File: config.mk
export PLATFORM = sky130hd
export DESIGN_NAME = bsi_status_irq
export DESIGN_NICKNAME = d
export VERILOG_FILES = /design/src/shared/bsi_pkg.sv /design/src/bsi_status_irq.sv
export SDC_FILE = /design/constraint.sdc
export NUM_CORES = 1
export LEC_CHECK = 0
export BUFFER_PORTS_ARGS = -buffer_cell sky130_fd_sc_hd__buf_4
export CAP_MARGIN = 20
export CORE_ASPECT_RATIO = 0.9
export CORE_MARGIN = 2
export CORE_UTILIZATION = 54
export CTS_CLUSTER_DIAMETER = 30
export DETAILED_ROUTE_END_ITERATION = 8
export PLACE_DENSITY = 0.81
export SYNTH_ARGS = -nofsm -noshare
export SYNTH_HDL_FRONTEND = slang
export SYNTH_SLANG_ARGS = --single-unit
export TNS_END_PERCENT = 10
File: constraint.sdc
create_clock -name clock -period 1.7 [get_ports clock]
set_input_delay 0.085 -clock clock [delete_from_list [all_inputs] [get_ports clock]]
set_output_delay 0.085 -clock clock [all_outputs]
set_load 0.02 [all_outputs]
File: src/shared/bsi_pkg.sv
// constants for the status and interrupt-mask block
// assumes an 8-bit register port with 5-bit addresses
package bsi_pkg;
  localparam logic [4:0] BSI_STATUS_ADDR = 5'h14;
  localparam logic [4:0] BSI_MASK_ADDR   = 5'h15;
  localparam int BSI_LOCK_BIT  = 0;
  localparam int BSI_ECOV_BIT  = 1;
  localparam int BSI_BCOV_BIT  = 2;
  localparam int BSI_ERR_BIT   = 3;
  localparam int BSI_LOSS_BIT  = 4;
  localparam int BSI_ZERO_BIT  = 5;
  localparam int BSI_ONES_BIT  = 6;
  localparam logic [7:0] BSI_MASK_RESET   = 8'h00;
  localparam logic [7:0] BSI_STATUS_RESET = 8'h00;
  localparam logic [7:0] BSI_RUN_MAX      = 8'h20;
endpackage : bsi_pkg

File: src/bsi_status_irq.sv
// status register, interrupt mask and active-low interrupt of the tester
// assumes rx inputs come from another domain; host strobes are synchronous pulses
//
// Notes on behaviour
// - status register at 0x14: lock bit0, flags bits1..6, bit7 reads zero.
// - mask register at 0x15, bits 0..6 match status bit positions.
// - mask one enables a flag's interrupt; zero blocks it, flag still records.
// - sync loss flag set while synchronizer hunts for lock.
// - sync loss flag stays set after lock until status is read.
// - mask bit 4 gates sync loss, mask bit 1 gates error count overflow.
// - error, bit overflow, error overflow latch; read clears; set on new event.
// - read clears sync loss and run alarms only once condition ended.
// - lock bit is live; all other flags latch.
// - interrupt low while any flag and its mask bit are both one.
`timescale 1ns/1ps
module bsi_status_irq
  import bsi_pkg::*;
#(
  parameter logic [7:0] RUN_LIMIT = BSI_RUN_MAX
) (
  input  wire logic       clock,
  input  wire logic       rstn,
  input  wire logic [4:0] addr,
  input  wire logic       rd_stb,
  input  wire logic       wr_stb,
  input  wire logic [7:0] wr_data,
  output logic      [7:0] rd_data,
  output logic            irq_n,
  input  wire logic       rx_in_lock,
  input  wire logic       rx_bit_valid,
  input  wire logic       rx_bit,
  input  wire logic       rx_bit_error,
  input  wire logic       bit_count_wrap,
  input  wire logic       error_count_wrap
);
  // ==========================================================
  // synchronisers
  logic [5:0] sync_a;
  logic [5:0] sync_b;
  logic [5:0] sync_c;
  always_ff @(posedge clock or negedge rstn) begin
    if (!rstn) begin
      sync_a <= 6'h00;
      sync_b <= 6'h00;
      sync_c <= 6'h00;
    end else begin
      sync_a <= {error_count_wrap, bit_count_wrap, rx_bit_error,
                 rx_bit, rx_bit_valid, rx_in_lock};
      sync_b <= sync_a;
      sync_c <= sync_b;
    end
  end
  // event inputs are toggles-free levels; rising edges count as one event
  logic lock_now;
  logic bit_stb;
  logic err_evt;
  logic bcov_evt;
  logic ecov_evt;
  assign lock_now = sync_b[0];
  assign bit_stb  = sync_b[1] & ~sync_c[1];
  assign err_evt  = sync_b[3] & ~sync_c[3];
  assign bcov_evt = sync_b[4] & ~sync_c[4];
  assign ecov_evt = sync_b[5] & ~sync_c[5];

  // ==========================================================
  // run-length detector for all-ones and all-zeros
  logic [7:0] run_len;
  logic       last_bit;
  logic       ones_cond;
  logic       zero_cond;
  always_ff @(posedge clock or negedge rstn) begin
    if (!rstn) begin
      run_len  <= 8'h00;
      last_bit <= 1'b0;
    end else if (bit_stb) begin
      last_bit <= sync_b[2];
      if (sync_b[2] != last_bit || run_len == 8'h00) begin
        run_len <= 8'h01;
      end else if (run_len != RUN_LIMIT) begin
        run_len <= run_len + 8'h01;
      end
    end
  end
  assign ones_cond = (run_len == RUN_LIMIT) &  last_bit;
  assign zero_cond = (run_len == RUN_LIMIT) & ~last_bit;

  // ==========================================================
  // status flags
  logic       status_rd;
  logic [6:1] flags;
  logic [6:1] cond;
  logic [6:1] evt;
  assign status_rd = rd_stb & (addr == BSI_STATUS_ADDR);
  always_comb begin
    cond = 6'h00;
    evt  = 6'h00;
    evt[BSI_ECOV_BIT] = ecov_evt;
    evt[BSI_BCOV_BIT] = bcov_evt;
    evt[BSI_ERR_BIT]  = err_evt;
    cond[BSI_LOSS_BIT] = ~lock_now;
    cond[BSI_ZERO_BIT] = zero_cond;
    cond[BSI_ONES_BIT] = ones_cond;
    evt = evt | cond;
  end
  // set wins over the read-clear; persisting conditions re-set at once
  always_ff @(posedge clock or negedge rstn) begin
    if (!rstn) begin
      flags <= BSI_STATUS_RESET[6:1];
    end else if (status_rd) begin
      flags <= evt;
    end else begin
      flags <= flags | evt;
    end
  end

  // ==========================================================
  // mask register and read port
  logic [7:0] mask;
  always_ff @(posedge clock or negedge rstn) begin
    if (!rstn) begin
      mask <= BSI_MASK_RESET;
    end else if (wr_stb && addr == BSI_MASK_ADDR) begin
      mask <= {1'b0, wr_data[6:0]};
    end
  end
  logic [7:0] status_view;
  assign status_view = {1'b0, flags, lock_now};
  always_ff @(posedge clock or negedge rstn) begin
    if (!rstn) begin
      rd_data <= 8'h00;
    end else if (rd_stb) begin
      unique case (addr)
        BSI_STATUS_ADDR: rd_data <= status_view;
        BSI_MASK_ADDR:   rd_data <= mask;
        default:         rd_data <= 8'h00;
      endcase
    end
  end

  // ==========================================================
  // interrupt output
  always_ff @(posedge clock or negedge rstn) begin
    if (!rstn) begin
      irq_n <= 1'b1;
    end else begin
      irq_n <= ~|(status_view[6:0] & mask[6:0]);
    end
  end
endmodule : bsi_status_irq

Word-level counts from Yosys, hierarchy flattened

Index checks and enable logic that the tools add are counted.

Word-level logic and storage cells: 42
Input bits: 23
Flip-flop bits (word level): 49

$add $sub $neg: 1
Equal/unequal tests: 5
Bitwise logic cells: 16
Muxes and demuxes: 4
Reductions and logical operators: 7

Operators with widths:

| kind                                                                  | count |
|---|---|
| 8-bit two-way mux                                                     | 2 |
| 7-bit case mux with 2 select lines                                    | 1 |
| 5-bit equality test, second input constant                            | 2 |
| 8-bit by 1-bit adder with 8-bit output, second input constant         | 1 |
| 8-bit by 6-bit equality test with 1-bit output, second input constant | 1 |
| 8-bit zero test                                                       | 1 |
| 8-bit by 6-bit != test with 1-bit output, second input constant       | 1 |
| 1-bit bitwise AND                                                     | 7 |
| 7-bit bitwise AND                                                     | 1 |
| 7-bit OR reduction                                                    | 1 |
| 6-bit two-way mux                                                     | 1 |
| 1-bit NOT                                                             | 6 |
| 3-bit by 6-bit bitwise OR with 6-bit output                           | 1 |
| 6-bit bitwise OR                                                      | 1 |
| 2-bit AND reduction                                                   | 1 |
| 2-bit nonzero test                                                    | 1 |
| 1-bit logical AND                                                     | 1 |
| 1-bit zero test                                                       | 1 |
| 1-bit logical OR                                                      | 1 |
| 1-bit != test                                                         | 1 |

Longest topological paths before layout

Gate-level depths: netlist (run 1).

Depth after elaboration: 5
Gate-level depth with buffers: 6
Mapped depth without buffers: 6

Worst setup path before layout (run 1)

OpenSTA, ideal clock, no wires.

Path kind: register -> register
From: reg run_len[0]
To: reg run_len[1]
Stages on the path, launching flop included: 7
Required time: 1.579 ns
Arrival: 1.310 ns
Slack: 0.269 ns
Setup time: 0.121 ns
Cells stage by stage: dfrtp_1 > inv_1 > ha_1 > nor4b_1 > and2_2 > nor2_2 > a22o_1

Longest elaborated chain between the ends: 4
Elaborated cells between the ends (all ways): 8
Classes of those cells: add/sub: 1; eq/ne: 1; mux: 2; reduce/logical: 4

Ends and longest elaborated chain:

| element                                                                                        | RTL line             | text |
|---|---|---|
| start: declaration                                                                             | bsi_status_irq.sv:67 | `logic [7:0] run_len;` |
| start signal: assignment                                                                       | bsi_status_irq.sv:80 | `run_len <= run_len + 8'h01;` |
| parallel branches: the longest is 4 deep, another holds 8-bit by 1-bit adder with 8-bit output | --                   |  |

Parallel ways; which one is timed is not known. The select of a mux whose other input is x is not followed.
A chain may end at the register's enable or synchronous reset.

Final worst setup path (run 1)

Ends and elaborated chain as after synthesis.

==> results of run 1 <==
-- critical path, cell delays in order (launching register included) --
cell	delay, ns
dfrtp_1	0.40
inv_1	0.09
ha_1	0.15
nor4b_2	0.21
and2_2	0.22
nor2_2	0.07
a22o_1	0.23
-- placed cells by master (no fill, tap or decap), drive strengths merged, types with 2 or more instances in the layout --
master,synthesis,final
a22o,6,6
a22oi,2,2
a31oi,3,3
and3,4,4
buf,3,29
clkbuf,2,7
dfrtp,45,45
dlygate4sd3,0,7
ha,2,2
inv,12,12
mux2,7,7
mux2i,8,8
nand2,5,5
nand3,5,5
nor2,2,2
nor2b,3,3
o21ai,8,8
o22ai,7,7
o31ai,3,3
or2,2,2
-- path summary, 6_finish.rpt --
| path | start | endpoint | slack [ns] |
|---|---|---|---|
| min reg2reg | sync_a[0] | sync_b[0] | 0.35 |
| min in group asynchronous | rstn | sync_c[1] | 0.31 |
| max reg2reg | run_len[0] | run_len[1] | 0.22 |
| max in group asynchronous | rstn | irq_n | 1.01 |
| max | run_len[0] | run_len[1] | 0.22 |
| min | wr_data[3] | mask[3] | 0.02 |
-- area by class of cell --
| class | count | area [um2] | area share, % |
|---|---|---|---|
| inverters | 12 | 45.0 | 2.01 |
| repair buffers | 36 | 288 | 12.8 |
| multi-input cells | 78 | 599 | 26.7 |
| clock buffers | 7 | 96.3 | 4.30 |
| well taps | 42 | 52.6 | 2.34 |
| clock inverters | 1 | 8.76 | 0.391 |
| flip-flops and latches | 46 | 1150 | 51.4 |
-- report_power, final --
group	internal (mW)	switching [mW]
Clock	0.372	0.349
Combinational	0.189	0.167
Sequential	1.20	0.0845
Total	1.76	0.601
-- stage by stage --
| stage | setup WS (ns) | area (um2) | hold WS [ns] | power (mW) | utilization, % |
|---|---|---|---|---|---|
| after floorplan | 0.269 | 1820 | -0.211 | 1.50 | - |
| after global routing | 0.110 | 2240 | 0.00877 | 2.48 | 71.5 |
| after global placement | 0.200 | 2060 | 0.106 | 1.61 | 65.7 |
| after detailed placement | 0.129 | 2060 | 0.112 | 1.64 | 65.7 |
| after CTS | 0.0309 | 2240 | 0.00845 | 2.38 | 71.3 |
| final | 0.223 | 2240 | 0.0178 | 2.36 | 71.5 |
-- flip-flops by register name, summed over array words and instances, names as in the netlist --
name,count
sync_a,6
irq_n,1
rd_data,7
run_len,8
mask,7
last_bit,1
flags,6
sync_c,4
sync_b,6
-- cells by family after synthesis --
| family | after synthesis |
|---|---|
| compound gates | 33 |
| xor+xnor | 1 |
| fa+ha+maj | 2 |
| buf+inv | 17 |
| flops | 46 |
| mux | 15 |
| other cells | 1 |
| simple gates | 26 |
-- what timing repair did --
item,in CTS,in global routing
setup buffers,0,0
endpoints found under the setup margin,0,2
hold buffers,7,0
endpoints found under the hold margin,51,0
gates resized for setup,0,2
-- routing by layer --
layer	vias up	global-route usage (%)
li1	576	-
met1	601	26.6
met2	48	30.6
met3	7	5.70
met4	0	8.93
met5	-	0
==> impl_metrics.env, run 1 <==
export IMPL_rows=19
export IMPL_num_io_pins=32
export IMPL_grt_max_degree=47
export IMPL_path_class="reg -> reg"
export IMPL_wl_met1_mm=1.39
export IMPL_period_share_pct=86.9
export IMPL_cts_tree="yes"
export IMPL_hold_path_depth=2
export IMPL_dp_cells=207
export IMPL_synth_mux_area_share_pct=8.75
export IMPL_crit_path_max_fanout=4
export IMPL_synth_edf_count=0
export IMPL_finalHoldViolCount=0
export IMPL_synth_commonest_cells="45 x dfrtp_1, 12 x inv_1, 8 x mux2i_1, 8 x o21ai_0"
export IMPL_yosysTopAreaCellShare_pct=62.0
export IMPL_routed_top_layer="met4"
export IMPL_leakagePower_nw=1.06
export IMPL_portBuffers=29
export IMPL_synth_top_area_cell="dfrtp_1"
export IMPL_drt_pass1_iter_count=4
export IMPL_yosys_warnings=0
export IMPL_peakVddDrop_uv=916
export IMPL_r2r_cells=6
export IMPL_worst_pin_slew_ns=0.547
export IMPL_clock_skew_ns=0.00447
export IMPL_wl_met2_mm=1.64
export IMPL_routed_wl_mm=3.35
export IMPL_clkTransAtPathRegs_ns=0.08
export IMPL_drv_cap=0
export IMPL_slew_headroom_pct=63.6
export IMPL_grt_pass1_vias=1203
export IMPL_ys_types=35
export IMPL_tns_ns=0
export IMPL_nFillCells=219
export IMPL_final_cells=222
export IMPL_cts_path_max_buffers=2
export IMPL_vias=1232
export IMPL_synth_top_family_by_area="compound AO/OA/AOI/OAI gates"
export IMPL_route_detailed_drc=0
export IMPL_antenna_found_initial=0
export IMPL_status="finished, final reports clean"
export IMPL_grt_first_pass_wirelength_mm=5.51
export IMPL_seq_area_frac_synth_pct=63.5
export IMPL_wl_per_cell_um=15.1
export IMPL_hold_class="in -> reg"
export IMPL_timing_fmax_ghz=0.677
export IMPL_routed_via_density=5.55
export IMPL_nets=204
export IMPL_synth_compound_area_share_pct=12.7
export IMPL_overflow=0
export IMPL_areaGrowthSynthToFinish_pct=23.5
export IMPL_cts_buffers=5
export IMPL_rsz0062_at_grt="no"
export IMPL_critPathArrivalTime_ns=1.66
export IMPL_start_util_pct=57.9
export IMPL_synth_fa_ha_area_share_pct=1.38
export IMPL_n_antenna_cell=0
export IMPL_place_congestion=0.846
export IMPL_drive_gt1_share_pct=29.4
export IMPL_track_usage_pct=19.8
export IMPL_clock_latency_ns=0.30
export IMPL_async_flop_share_pct=100
export IMPL_synth_simple_area_share_pct=8.75
export IMPL_netlist_area_um2=1820
export IMPL_synthXorXnorAreaFrac_pct=0.896
export IMPL_design_core_area_um2=3140
export IMPL_cts_root_buf="clkbuf_8"
export IMPL_dp_hpwl_mm=2.28
export IMPL_power_density_nw_per_um2=1050
export IMPL_critPathLaunchType="flip-flop"
export IMPL_drv_slew=0
export IMPL_clock_sinks=46
export IMPL_first_iter_violations=52
export IMPL_die_w_um=65.1
export IMPL_synth_most_common_cell="dfrtp_1"
export IMPL_dieArea_um2=3840
export IMPL_syn_avg_cell_area_um2=12.9
export IMPL_cp_required_ns=1.89
export IMPL_ant_nets=0
export IMPL_synth_nets=166
export IMPL_synthCells=141
export IMPL_ys_ff_latch=46
export IMPL_synth_area_leaders="dfrtp_1 62%, mux2i_1 4.4%, mux2_2 4.3%, a22o_1 2.9%, inv_1 2.5%"
export IMPL_htree_levels=2
export IMPL_setup_viol=0
export IMPL_die_h_um=59.0
export IMPL_wl_met3_um=249
export IMPL_end_kind="flip-flop"
export IMPL_synthFlopType="dfrtp_1"
export IMPL_period_needed_ns=1.48
Note: power is estimated with default switching activity, not from simulation.
==> run 2: changes to the inputs <==
- REMOVE_ABC_BUFFERS: unset -> 1
==> run 2 against run 1 <==
Die area unchanged. Register-to-register slack worse by 0.03 ns. Global-route usage up 0.53 points. Critical endpoint unchanged. Sequential share of layout area down 0.17 points. Largest cell class unchanged. Non-clock buffer count unchanged. Count of clock-buffer cells in the layout down 2. Highest routed layer unchanged. Design area up 0.33%.
==> impl_metrics.env, run 2 (synthesis gave the netlist of run 1 again) <==
export IMPL_status="finished, final reports clean"
export IMPL_cp_required_ns=1.89
export IMPL_drv_slew=0
export IMPL_rows=19
export IMPL_route_detailed_drc=0
export IMPL_finalInstanceArea_um2=2250
export IMPL_largest_reg_flops=8
export IMPL_dieArea_um2=3840
export IMPL_worst_pin_slew_ns=0.561
export IMPL_routed_wl_mm=3.43
export IMPL_drive_gt1_share_pct=29.4
export IMPL_final_common_cell="dfrtp_1"
export IMPL_finalHoldViolCount=0
export IMPL_n_antenna_cell=0
export IMPL_place_congestion=0.848
export IMPL_critPathArrivalTime_ns=1.70
export IMPL_power_total_mw=2.45
export IMPL_period_needed_ns=1.50
export IMPL_whs_endpoint="mask[0]"
export IMPL_path_class="reg -> reg"
export IMPL_num_io_pins=32
export IMPL_leakagePower_nw=1.06
export IMPL_grt_first_pass_wirelength_mm=5.75
export IMPL_routed_via_density=5.60
export IMPL_dp_hpwl_mm=2.28
export IMPL_critPathLaunchType="flip-flop"
export IMPL_areaGrowthSynthToFinish_pct=23.9
export IMPL_r2r_cells=6
export IMPL_crit_path_max_fanout=4
export IMPL_grt_max_degree=47
export IMPL_setup_viol=0
export IMPL_hold_class="in -> reg"
export IMPL_clock_latency_ns=0.30
export IMPL_portBuffers=29
export IMPL_final_cell_mix="45 x dfrtp_1, 29 x buf_4, 12 x inv_1"
export IMPL_wl_per_cell_um=15.4
export IMPL_cts_setup_buffers=0
export IMPL_min_from="wr_data[0]"
export IMPL_cts_path_max_buffers=2
export IMPL_clock_skew_ns=0.00584
export IMPL_grt_pass1_vias=1180
export IMPL_clkTransAtPathRegs_ns=0.09
export IMPL_antenna_found_initial=0
export IMPL_peakVddDrop_uv=958
export IMPL_timing_fmax_ghz=0.665
export IMPL_clock_sinks=46
export IMPL_top_register="run_len"
export IMPL_period_share_pct=88.5
export IMPL_cts_tree="yes"
export IMPL_end_kind="flip-flop"
export IMPL_top_regs="run_len x8, mask x7, rd_data x7"
export IMPL_r2r_end="run_len[1]"
export IMPL_reg2reg_slack_ns=0.20
export IMPL_htree_levels=2
export IMPL_vias=1244
export IMPL_track_usage_pct=20.3
export IMPL_nets=204
export IMPL_drv_cap=0
export IMPL_fin_hold_ws_ns=0.00951
export IMPL_design_core_area_um2=3140
export IMPL_overflow=0
export IMPL_ant_nets=0
export IMPL_rr_startpoint="run_len[0]"
export IMPL_slew_headroom_pct=62.6
export IMPL_power_density_nw_per_um2=1090
export IMPL_drt_pass1_iter_count=4
export IMPL_cts_buffers=5
export IMPL_rsz0062_at_grt="no"
export IMPL_cts_root_buf="clkbuf_8"
export IMPL_tns_ns=0
export IMPL_final_core_util_pct=71.7
export IMPL_first_iter_violations=58
export IMPL_hold_path_depth=2
export IMPL_start_util_pct=57.9
export IMPL_die_w_um=65.1
export IMPL_placed_cell_area_um2=2060
export IMPL_die_h_um=59.0
-- run 2: area by class of cell --
type                            count  area [um2]
Sequential cell                    46        1150
Timing Repair Buffer               36         288
Fill cell                         224         888
Multi-Input combinational cell     78         599
Tap cell                           42        52.6
Clock inverter                      3        43.8
Clock buffer                        5        68.8
Inverter                           12        45.0
-- run 2: repair_timing --
| action | 4_1_cts | 5_1_grt |
|---|---|---|
| hold buffers | 7 | 0 |
| endpoints found under the setup margin | 0 | 4 |
| hold endpoints to repair | 51 | 0 |
| gates resized for setup | 0 | 1 |
-- run 2: power breakdown --
group | internal (mW) | switching [mW]
clock | 0.440 | 0.374
sequential | 1.20 | 0.0860
combinational | 0.187 | 0.167
-- run 2: worst max-delay path by stage --
stage                    start         end  slack [ns]  cells past startpoint
finish              run_len[0]  run_len[1]        0.20                      6
global placement    run_len[0]  run_len[1]        0.20                      6
CTS                 run_len[0]  run_len[1]        0.11                      6
floorplan           run_len[0]  run_len[1]        0.27                      6
detailed placement  run_len[0]  run_len[1]        0.13                      6
global route          last_bit  run_len[4]        0.08                      4
-- run 2: per-layer routing --
metal / track usage [%] / vias to the layer above / wire, um
met5: 0 / - / 0
met2: 31.1 / 45 / 1710
li1: - / 578 / -
met4: 6.25 / 0 / 19
met3: 6.46 / 2 / 181
met1: 28.5 / 619 / 1510
-- run 2: metrics by stage --
stage	instances	worst slack, ns
after floorplan	136	0.269
after global placement	207	0.201
after detailed placement	207	0.134
after CTS	222	0.109
after global routing	222	0.0789
final	222	0.196
-- run 2: worst max-delay path: stages (launching register included) --
cell and delay, ns:
dfrtp_1 0.41, inv_1 0.11, ha_1 0.14, nor4b_2 0.22, and2_2 0.22, nor2_2 0.06, a22o_1 0.22
